## src/pkg/hsba_pkg.sv

```systemverilog
/*
  Shared constants and bundles for the system bus agent: pin bundles,
  user-side request and snoop records, response encodings and one-hot states.
  Assumes a single core clock and that all pin values are electrical levels.
*/
package hsba_pkg;

  // ----------------------------------------------------------------------
  // Widths and counts
  // ----------------------------------------------------------------------
  localparam int ADDR_W = 33;          // Address lines 35:3.
  localparam int CMD_W = 5;            // Request command lines.
  localparam int GRP_N = 4;            // Data strobe groups.
  localparam int GRP_W = 16;           // Data bits per group.
  localparam int BEATS = 4;            // Quad-pumped beats per transfer.
  localparam int DATA_W = GRP_N * GRP_W;

  // ----------------------------------------------------------------------
  // Response codes (logical values)
  // ----------------------------------------------------------------------
  localparam logic [2:0] RESP_IDLE = 3'h0;
  localparam logic [2:0] RESP_RETRY = 3'h1;
  localparam logic [2:0] RESP_DEFER = 3'h2;
  localparam logic [2:0] RESP_RSVD = 3'h3;
  localparam logic [2:0] RESP_HARDFAIL = 3'h4;
  localparam logic [2:0] RESP_NODATA = 3'h5;
  localparam logic [2:0] RESP_IWB = 3'h6;
  localparam logic [2:0] RESP_NORMAL = 3'h7;

  // ----------------------------------------------------------------------
  // Reset values
  // ----------------------------------------------------------------------
  localparam logic [2:0] RESP_RST = 3'h0;

  // ----------------------------------------------------------------------
  // Types
  // ----------------------------------------------------------------------
  // Electrical levels of every input pin, sampled as one bundle.
  typedef struct packed {
    logic clkPos;
    logic clkNeg;
    logic reqStrobeN;
    logic lockN;
    logic cleanHitN;
    logic dirtyHitN;
    logic [1:0] addrStrobeN;
    logic [ADDR_W-1:0] addrN;
    logic [CMD_W-1:0] cmdN;
    logic [GRP_N-1:0] strobeTrueN;
    logic [GRP_N-1:0] strobeCompN;
    logic [GRP_N-1:0] invertN;
    logic [DATA_W-1:0] dataN;
  } hsba_pins_t;

  // A captured processor request (logical values).
  typedef struct packed {
    logic valid;
    logic locked;
    logic [ADDR_W-1:0] addr;
    logic [CMD_W-1:0] cmdA;
    logic [CMD_W-1:0] cmdB;
  } hsba_req_t;

  // Snoop outcome seen on the hit lines.
  typedef struct packed {
    logic valid;
    logic clean;
    logic dirty;
  } hsba_snoop_t;

  // Snoop cycle that the block issues for an internal initiator.
  typedef struct packed {
    logic [ADDR_W-1:0] addr;
    logic [CMD_W-1:0] cmdA;
    logic [CMD_W-1:0] cmdB;
  } hsba_issue_t;

  typedef enum logic [2:0] {
    ISS_IDLE = 3'h1,
    ISS_HALF_A = 3'h2,
    ISS_HALF_B = 3'h4
  } hsba_iss_t;

endpackage : hsba_pkg

```

## src/hw/hsba_agent.sv

```systemverilog
/*
  Response and target agent for a multiprocessor system bus: captures requests,
  issues snoop cycles, watches snoop results and lock, captures quad-pumped data,
  and drives target ready, response code and response parity.
  Assumes every pin input is asynchronous to clk and that the far side keeps its
  own strobe and inversion duties; two-way pins are split into in, out and oe.
*/
// Overview of operation
// - Capture address lines during processor requests.
// - Drive address lines when issuing snoop cycles.
// - Address strobes drive and latch at 2x; issued snoop cycles here hold each half for one host clock.
// - Four strobe pairs latch data and flags.
// - Clean hit means unmodified copy held.
// - Dirty hit means modified copy, owner supplies.
// - Both hits together mean snoop stall.
// - Lock with request strobe starts atomic sequence.
// - Command lines carry two halves per request.
// - Target ready only when data phase possible.
// - Response codes encoded as listed.
// - Never drive reserved or hard failure codes.
// - Response parity driven valid every clock.
// - Response plus parity lows are even.
// - Logic timed from differential host clock.
// - Request strobe marks first request cycle.
// - Inversion flags keep lows at most eight.
// - Active-low lines carry inverted logical values.
module hsba_agent (
  input wire logic clk,
  input wire logic rst,
  input wire hsba_pkg::hsba_pins_t pinsIn,
  output logic [hsba_pkg::ADDR_W-1:0] addrOutN,
  output logic addrOe,
  output logic [hsba_pkg::CMD_W-1:0] cmdOutN,
  output logic cmdOe,
  output logic [1:0] addrStrobeOutN,
  output logic addrStrobeOe,
  output logic reqStrobeOutN,
  output logic reqStrobeOe,
  output logic targetReadyOutN,
  output logic [2:0] responseCodeN,
  output logic responseParityBitN,
  input wire logic issueReq,
  input wire hsba_pkg::hsba_issue_t issueCmd,
  output logic issueBusy,
  input wire logic dataPhaseOk,
  input wire logic respValid,
  input wire logic [2:0] respCode,
  output hsba_pkg::hsba_req_t reqOut,
  output hsba_pkg::hsba_snoop_t snoopOut,
  output logic atomicActive,
  output logic dataValid,
  output logic [hsba_pkg::DATA_W*hsba_pkg::BEATS-1:0] dataOut
);
  import hsba_pkg::*;

  // ----------------------------------------------------------------------
  // Pin synchroniser
  // ----------------------------------------------------------------------
  hsba_pins_t syncA_q;   // First stage; read only by the second stage.
  hsba_pins_t syncB_q;   // Second stage; safe for logic.
  hsba_pins_t prev_q;    // One cycle older, for edge detection.

  // Every pin crosses two flops, since none is timed to clk.
  always_ff @(posedge clk or posedge rst) begin
    if (rst) begin
      syncA_q <= '1;
      syncB_q <= '1;
      prev_q <= '1;
    end else begin
      syncA_q <= pinsIn;
      syncB_q <= syncA_q;
      prev_q <= syncB_q;
    end
  end

  // ----------------------------------------------------------------------
  // Host clock edge and request phase decode
  // ----------------------------------------------------------------------
  // The differential pair counts as high only when both legs agree.
  wire hostClkNow = syncB_q.clkPos & ~syncB_q.clkNeg;
  wire hostClkOld = prev_q.clkPos & ~prev_q.clkNeg;
  wire hostTick = hostClkNow & ~hostClkOld;
  wire driving = addrOe;
  // Logical values are the inverse of pin levels.
  wire reqStrobe = ~syncB_q.reqStrobeN;
  wire lockAsserted = ~syncB_q.lockN;
  wire cleanHit = ~syncB_q.cleanHitN;
  wire dirtyHit = ~syncB_q.dirtyHitN;
  wire snoopStall = cleanHit & dirtyHit;
  // A new request starts on the host edge where the strobe is asserted.
  wire reqStart = hostTick & reqStrobe & ~driving;
  // Both edges of address strobe 0 latch a half; the captured pair is 2x.
  wire aStbFall = prev_q.addrStrobeN[0] & ~syncB_q.addrStrobeN[0];
  wire aStbRise = ~prev_q.addrStrobeN[0] & syncB_q.addrStrobeN[0];

  // ----------------------------------------------------------------------
  // Request capture
  // ----------------------------------------------------------------------
  logic reqOpen_q;           // Between request strobe and second half.
  hsba_req_t req_q;
  logic lock_q;              // Atomic sequence in progress.

  // First strobe edge takes address and first command half, second takes the rest.
  always_ff @(posedge clk or posedge rst) begin
    if (rst) begin
      reqOpen_q <= 1'b0;
      req_q <= '0;
    end else begin
      req_q.valid <= 1'b0;
      if (reqStart) begin
        reqOpen_q <= 1'b1;
      end else if (reqOpen_q && aStbFall) begin
        req_q.addr <= ~syncB_q.addrN;
        req_q.cmdA <= ~syncB_q.cmdN;
      end else if (reqOpen_q && aStbRise) begin
        req_q.cmdB <= ~syncB_q.cmdN;
        req_q.locked <= lock_q | lockAsserted;
        req_q.valid <= 1'b1;
        reqOpen_q <= 1'b0;
      end
    end
  end

  // Lock taken with the request strobe holds until lock is negated.
  always_ff @(posedge clk or posedge rst) begin
    if (rst) begin
      lock_q <= 1'b0;
    end else if (reqStart && lockAsserted) begin
      lock_q <= 1'b1;
    end else if (!lockAsserted) begin
      lock_q <= 1'b0;
    end
  end

  // ----------------------------------------------------------------------
  // Snoop result watch
  // ----------------------------------------------------------------------
  logic snoopWait_q;
  hsba_snoop_t snoop_q;

  // A stall combination keeps the window open; anything else is the result.
  always_ff @(posedge clk or posedge rst) begin
    if (rst) begin
      snoopWait_q <= 1'b0;
      snoop_q <= '0;
    end else begin
      snoop_q.valid <= 1'b0;
      if (req_q.valid) begin
        snoopWait_q <= 1'b1;
      end else if (snoopWait_q && hostTick && !snoopStall) begin
        snoop_q.valid <= 1'b1;
        snoop_q.clean <= cleanHit;
        snoop_q.dirty <= dirtyHit;
        snoopWait_q <= 1'b0;
      end
    end
  end

  // ----------------------------------------------------------------------
  // Snoop cycle issue
  // ----------------------------------------------------------------------
  hsba_iss_t iss_q, iss_d;
  hsba_issue_t issCmd_q;
  // Only start when nobody else is mid request.
  wire issueGo = issueReq & ~reqOpen_q & ~reqStrobe;
  // While idle the live command drives the pins, so a start on the latching edge is not stale.
  wire hsba_issue_t issNow = (iss_q == ISS_IDLE) ? issueCmd : issCmd_q;

  // Each half lasts one host clock; the strobe toggles between halves.
  always_comb begin
    iss_d = iss_q;
    case (iss_q)
      ISS_IDLE: begin
        if (issueGo && hostTick) iss_d = ISS_HALF_A;
      end
      ISS_HALF_A: begin
        if (hostTick) iss_d = ISS_HALF_B;
      end
      ISS_HALF_B: begin
        if (hostTick) iss_d = ISS_IDLE;
      end
      default: iss_d = ISS_IDLE;
    endcase
  end

  // Pin drive follows the next state so every output is a flop.
  always_ff @(posedge clk or posedge rst) begin
    if (rst) begin
      iss_q <= ISS_IDLE;
      issCmd_q <= '0;
      addrOutN <= '1;
      addrOe <= 1'b0;
      cmdOutN <= '1;
      cmdOe <= 1'b0;
      addrStrobeOutN <= 2'h3;
      addrStrobeOe <= 1'b0;
      reqStrobeOutN <= 1'b1;
      reqStrobeOe <= 1'b0;
    end else begin
      iss_q <= iss_d;
      if (iss_q == ISS_IDLE && issueGo) issCmd_q <= issueCmd;
      addrOe <= (iss_d != ISS_IDLE);
      cmdOe <= (iss_d != ISS_IDLE);
      addrStrobeOe <= (iss_d != ISS_IDLE);
      reqStrobeOe <= (iss_d != ISS_IDLE);
      reqStrobeOutN <= ~(iss_d == ISS_HALF_A);
      addrStrobeOutN <= (iss_d == ISS_HALF_A) ? 2'h0 : 2'h3;
      addrOutN <= (iss_d != ISS_IDLE) ? ~issNow.addr : '1;
      if (iss_d == ISS_HALF_A) begin
        cmdOutN <= ~issNow.cmdA;
      end else if (iss_d == ISS_HALF_B) begin
        cmdOutN <= ~issCmd_q.cmdB;
      end else begin
        cmdOutN <= '1;
      end
    end
  end

  // ----------------------------------------------------------------------
  // Quad-pumped data capture, one generate lane per strobe pair
  // ----------------------------------------------------------------------
  wire [GRP_N-1:0] laneDone;
  wire [DATA_W*BEATS-1:0] beatsAll;  // All four beats, gathered from the lanes.
  logic xferDone_q;                   // Last beat of the top group has landed.

  for (genvar g = 0; g < GRP_N; g++) begin : gLane
    logic [1:0] beat_q;
    logic [GRP_W-1:0] slot_q [BEATS];  // This group's word for each beat.
    // A falling edge on either leg of the pair marks one beat.
    wire tEdge = prev_q.strobeTrueN[g] & ~syncB_q.strobeTrueN[g];
    wire cEdge = prev_q.strobeCompN[g] & ~syncB_q.strobeCompN[g];
    wire beatHit = (tEdge | cEdge) & ~driving;
    wire [GRP_W-1:0] raw = ~syncB_q.dataN[g*GRP_W +: GRP_W];
    // An asserted flag means the sender inverted this group to limit lows.
    wire [GRP_W-1:0] word = ~syncB_q.invertN[g] ? ~raw : raw;
    assign laneDone[g] = beatHit & (beat_q == 2'(BEATS - 1));

    // Beat slot and word store for this group; each lane owns its own array.
    always_ff @(posedge clk or posedge rst) begin
      if (rst) begin
        beat_q <= 2'h0;
        slot_q <= '{default: '0};
      end else if (beatHit) begin
        beat_q <= beat_q + 2'h1;
        slot_q[beat_q] <= word;
      end
    end
    for (genvar b = 0; b < BEATS; b++) begin : gBeat
      assign beatsAll[b*DATA_W + g*GRP_W +: GRP_W] = slot_q[b];
    end
  end

  // The copy waits one clock after the last beat, so that beat is already in the store.
  always_ff @(posedge clk or posedge rst) begin
    if (rst) begin
      xferDone_q <= 1'b0;
      dataValid <= 1'b0;
      dataOut <= '0;
    end else begin
      xferDone_q <= laneDone[GRP_N-1];
      dataValid <= xferDone_q;
      if (xferDone_q) dataOut <= beatsAll;
    end
  end

  // ----------------------------------------------------------------------
  // Target ready, response and parity
  // ----------------------------------------------------------------------
  // Reserved and hard failure are mapped to idle rather than ever reaching the pins.
  wire badCode = (respCode == RESP_RSVD) | (respCode == RESP_HARDFAIL);
  wire [2:0] respSel = (respValid && !badCode) ? respCode : RESP_IDLE;

  // Parity flop updates every clock, so it is valid even between responses.
  always_ff @(posedge clk or posedge rst) begin
    if (rst) begin
      targetReadyOutN <= 1'b1;
      responseCodeN <= ~RESP_RST;
      responseParityBitN <= ~(^RESP_RST);
    end else begin
      targetReadyOutN <= ~dataPhaseOk;
      responseCodeN <= ~respSel;
      responseParityBitN <= ~(^respSel);
    end
  end

  // ----------------------------------------------------------------------
  // User-side status
  // ----------------------------------------------------------------------
  always_ff @(posedge clk or posedge rst) begin
    if (rst) begin
      reqOut <= '0;
      snoopOut <= '0;
      atomicActive <= 1'b0;
      issueBusy <= 1'b0;
    end else begin
      reqOut <= req_q;
      snoopOut <= snoop_q;
      atomicActive <= lock_q;
      issueBusy <= (iss_d != ISS_IDLE) | (iss_q != ISS_IDLE);
    end
  end

endmodule : hsba_agent

```

## config.mk

```make
export PLATFORM = sky130hd
export DESIGN_NAME = hsba_agent
export DESIGN_NICKNAME = d
export VERILOG_FILES = /design/src/pkg/hsba_pkg.sv /design/src/hw/hsba_agent.sv
export SDC_FILE = /design/constraint.sdc
export NUM_CORES = 2
export LEC_CHECK = 0
export BUFFER_PORTS_ARGS = -buffer_cell sky130_fd_sc_hd__buf_4
export CORE_MARGIN = 5
export CORE_UTILIZATION = 60
export CTS_CLUSTER_DIAMETER = 200
export DETAILED_ROUTE_END_ITERATION = 10
export PLACE_DENSITY_LB_ADDON = 0.05
export SYNTH_ARGS = -nofsm -noshare
export SYNTH_HDL_FRONTEND = slang
export SYNTH_SLANG_ARGS = --single-unit
export TNS_END_PERCENT = 5
```

## constraint.sdc

```tcl
create_clock -name clk -period 50.2 [get_ports clk]
set_input_delay 7.53 -clock clk [delete_from_list [all_inputs] [get_ports clk]]
set_output_delay 7.53 -clock clk [all_outputs]
set_load 0.03 [all_outputs]
```

* Word-level counts from Yosys, hierarchy flattened
Cells that the tools add are included. Widths: inputs -> output; s select.
Storage, ports and cells: word-level logic and storage cells 246, register bits 969, bits in writable memories 0, latch bits 0, memories 0, output and inout port bits 357, bits in read-only memories 0
Operators by class: divide/modulo/power cells 0, reductions and logical operators 22, bitwise logic cells 73, shifts and indexed selects 0, mux-type cells 41, multiply operators 0, $lt $le $gt $ge 8, add/sub/neg operators 4, eq/ne operators 11
Operators with widths (number):
- $bwmux 64 | 4
- $demux 16 s2 | 4
- $mux 16 | 8
- $not 16->16 | 8
- $not 33->33 | 2
- $mux 45 | 1
- $mux 43 | 1
- $mux 38 | 1
- $mux 33 | 1
- $not 1->1 | 25
- $and 1x1->1 | 23
- $mux 5 | 4
- $mux 3 | 6
- $not 5->5 | 3
- $ge 3x3->1 const B | 4
- $logic_and 1x1->1 | 12
- $lt 3x1->1 const B | 4
- $not 2->3 | 4
- $eq 3x2->1 const B | 3
- $eq 3x3->1 const B | 3
- $pmux 3 s3 | 1
- $add 2x1->2 const B | 4
- $mux 1 | 7
- $or 1x1->1 | 7
- 11 further kinds | 19

* Depth between registers and ports, before layout
depth after elaboration 10, depth in mapped cells 7

* Worst setup path before layout
OpenSTA, ideal clock, no wires.
kind input-to-reg, start in issueReq, end reg addrOutN[10] (netlist name), path buffers 3, path slack 41600 ps, required time 50123 ps, arrival 8524 ps, cell stages on the path 7, cell sequence nand3b_1 -> nand2b_1 -> buf_2 -> o211a_1 -> buf_2 -> buf_6 -> a21o_1
On the way: cells in the longest elaborated chain, start to end 7
Ends and longest elaborated chain:
- start, declared | RTL line hsba_agent.sv:42 | input wire logic issueReq,
- $and 1x1->1 (2 in series) | RTL line hsba_agent.sv:165 | wire issueGo = issueReq & ~reqOpen_q & ~reqStrobe;
- $logic_and 1x1->1 | RTL line hsba_agent.sv:174 | if (issueGo && hostTick) iss_d = ISS_HALF_A;
- $mux 3 | RTL line hsba_agent.sv:174
- $pmux 3 s3 | RTL line hsba_agent.sv:172 | case (iss_q)
- $ne 3x1->1 | RTL line hsba_agent.sv:208 | addrOutN <= (iss_d != ISS_IDLE) ? ~issNow.addr : '1;
- $mux 33 | RTL line hsba_agent.sv:208
- end signal, assigned | RTL line hsba_agent.sv:208
- end, declared | RTL line hsba_agent.sv:31 | output logic [hsba_pkg::ADDR_W-1:0] addrOutN,
No other way between the ends. A chain may end at the register's enable or synchronous reset.

==> impl_metrics.tcl <==
set metrics [dict create \
    clock_tree.buffer_depth 3 \
    numPlacedInstances 3415 \
    report.final.setup_viol 0 \
    routed-via-count 19000 \
    insertion_delay_ns 0.64 \
    drt-wirelength-per-cell_microns 20.6 \
    min_path_type "reg -> reg" \
    path_delay_family "buffers and inverters" \
    synth_compound_area_share_pct 6.12 \
    cts_hold_buf 0 \
    maximum_number_of_pins_on_one_net_before_global_route_repair 197 \
    post_cts.repair.setup_buffers 0 \
    synth_edf_count 0 \
    cts.htree.levels 3 \
    crit_startpoint "rst" \
    max_clock_freq_mhz 94.9 \
    cts.root.buffer_cell "clkbuf_16" \
    p_per_area_nw_per_um2 63.6 \
    firstDrtPassIters 5 \
    worst_path_max_delay_cell "buf_4" \
    synthToLayoutAreaGrowth_pct 23.8 \
    cp-start-kind "input pin" \
    synthesis.nets 2457 \
    timing_hold_violations_final 0 \
    grt.total_usage_pct 24.9 \
    post_synth_xor_area_fraction_pct 1.80 \
    netlist.top_cell.by_area "dfrtp_1" \
    grt_antenna_before_repair 11 \
    placementRows 86 \
    detail_route.drc_violations 0 \
    crit_type "in -> async" \
    tritoncts "yes" \
    io_pins 530 \
    ys_seq_elements 967 \
    min_period_ns 10.54 \
    synth_top_family_by_area "multiplexers" \
    initial_utilization_pct 60.2 \
    worst_margin_pin_slew_ns 1.27 \
    post_synth_mux_area_share_pct 10.5 \
    slew_viol_final 0 \
    clock_transition_at_path_regs_ns 0.06 \
    drv.max_cap_violation_count 0 \
    cell_types_occupying_the_most_area_after_synthesis "dfrtp_1, dfstp_2, mux2_2" \
    dp_hpwl_microns 49300 \
    post_drt_via_cell_ratio 5.29 \
    post_layout_nonfiller_instances 3599 \
    ys_seq_area_share_pct 74.3 \
    fin_setup_tns_ns 0 \
    synthCells 2268 \
    netlist-cell-type-count 35 \
    postLayoutCellArea_sq_um 40900 \
    cts_resizes 0 \
    crit_required_ns 50.79 \
    layout-drive-gt1-share_pct 45.8 \
    chipWidth_microns 245 \
    critical_path.cell_chain "buf_4 > inv_8 > buf_4 > buf_4 > buf_4" \
    synth.most_common_cell "dfrtp_1" \
    grt_first_pass_wirelength_microns 116000 \
    port-buffer-count 528 \
    final_min_period_over_clock_period_pct 21.0 \
    syn_area_per_cell_sq_um 14.6 \
    routed_wl_microns 74300 \
    core_box_area_sq_um 54900 \
    area_of_placed_instances_sq_um 37700 \
    max_stage_delay_ns 0.93 \
    vdd_drop_max_v 0.0000402 \
    hold_slack_ns 0.341 \
    critical_path_arrival_ns 11.13 \
    worstSetupEndpointType "asynchronous set/reset pin" \
    fin_nets 2995 \
    yosys.area_share.adder_pct 0.606 \
    place.gp.congestion 0.803 \
    rsz0062_at_grt "false" \
    reg2reg_launch_point "iss_q[0]" \
    synth_simple_gate_area_share_pct 4.85 \
    clock_sink_count 967 \
    synth.yosys.warnings 0 \
    tightest_slew_margin_relative_to_the_limit_pct 15.0 \
    outcome "completed" \
    post-synth-top-area-fraction_pct 50.7 \
    antenna_violating_nets_post_route 0 \
    cp.buffers_inverters 5 \
    crit_fanout 145 \
    worst_case_clock_skew_ns 0.0225 \
    numCtsBuffers 93 \
    power_leakage_nw 19.1 \
    asyncSetResetFlopFracSynth_pct 100 \
    initialDrtViolationCount 982 \
    synthesis.area_sq_um 33000 \
    globalRoute.totalOverflow 0 \
    fin_total_pwr_mw 2.60 \
    synth_top_flop_cell "dfrtp_1" \
    vias_in_the_first_global_route 20400 \
    post_synth_most_frequent_cells "dfrtp_1, nand2_1, mux2_2, o21ai_0, dfstp_2" \
    floorplan.die_area_sq_um 59900 \
    holdCritStartpoint "syncA_q[39]" \
    cp_common_cell "buf_4" \
    die_h_microns 245 \
]
==> routing by layer <==
metal	global-route usage, %	vias up	share of wire (%)
li1	-	8670	-
met1	31.5	9752	39
met2	40.7	475	50
met3	8.93	143	7.9
met4	8.37	8	3.4
met5	0	-	0.096
==> cell type report <==
cell class | count | area [sq um]
Clock inverter | 44 | 576
Sequential cell | 967 | 24600
Clock buffer | 132 | 2650
Inverter | 18 | 75.1
Timing Repair Buffer | 558 | 4210
Multi-Input combinational cell | 1168 | 7910
Tap cell | 704 | 881
Fill cell | 3511 | 14000
Antenna cell | 8 | 20.0
==> sequential cells by signal, summed over array words and instances (netlist names), 5 cells and up <==
name / count
addrOutN: 33
beatsAll: 256
cmdOutN: 5
dataOut: 256
gLane.beat_q: 8
issCmd_q: 43
prev_q: 11
reqOut: 45
req_q: 45
syncA_q: 121
syncB_q: 121
==> metrics by stage <==
step | setup WS, ns | utilization, %
6_report | 39.66 | 74.5
5_1_grt | 38.94 | 74.5
4_1_cts | 39.47 | 74.5
3_5_place_dp | 38.80 | 68.6
3_3_place_gp | 38.92 | 68.6
2_1_floorplan | 15.96 | -
==> final timing paths <==
kind,endpoint,slack (ns),cells past startpoint
worst max-delay path,dataOut[90],39.66,5
worst min-delay path,syncB_q[39],0.34,0
worst max register to register,addrOutN[22],47.27,6
worst min register to register,syncB_q[39],0.34,0
max in group clk,addrOe,40.90,1
min in group asynchronous,snoopOut[0],7.10,2
==> where the power goes <==
part	internal, mW	switching, mW
Clock	0.428	0.293
Combinational	0.291	0.440
Sequential	1.02	0.130
==> kinds of logic (layout without fill, tap and decap cells) <==
group / count (synthesis) / count (layout)
mux: 309 / 309
fa+ha+maj: 16 / 16
flops: 967 / 967
simple gates: 406 / 406
buf+inv: 133 / 752
xor+xnor: 68 / 68
compound gates: 369 / 369
other cells: 0 / 8
==> cells in the final DEF (no fill, tap or decap), types with 2 or more instances in the layout <==
master,synthesis,final
nor2_1,12,12
nand3_1,2,2
clkbuf_1,70,21
o211ai_1,19,19
a2bb2oi_1,6,6
xnor2_1,68,68
clkinv_2,0,22
mux2i_1,5,5
o21ai_0,303,303
clkinv_8,0,4
a21oi_1,3,3
dfrtp_1,669,668
clkbuf_8,0,18
ha_1,16,16
inv_6,0,3
diode_2,0,8
nand2_1,367,367
inv_1,18,17
nor2b_1,12,12
buf_4,5,556
clkinvlp_4,0,2
a21o_1,34,34
mux2_2,303,303
dfstp_2,298,298
clkbuf_16,0,93
buf_12,0,2
nand2b_1,5,4
bufinv_16,0,11
Power figures use the tool's default switching activity.
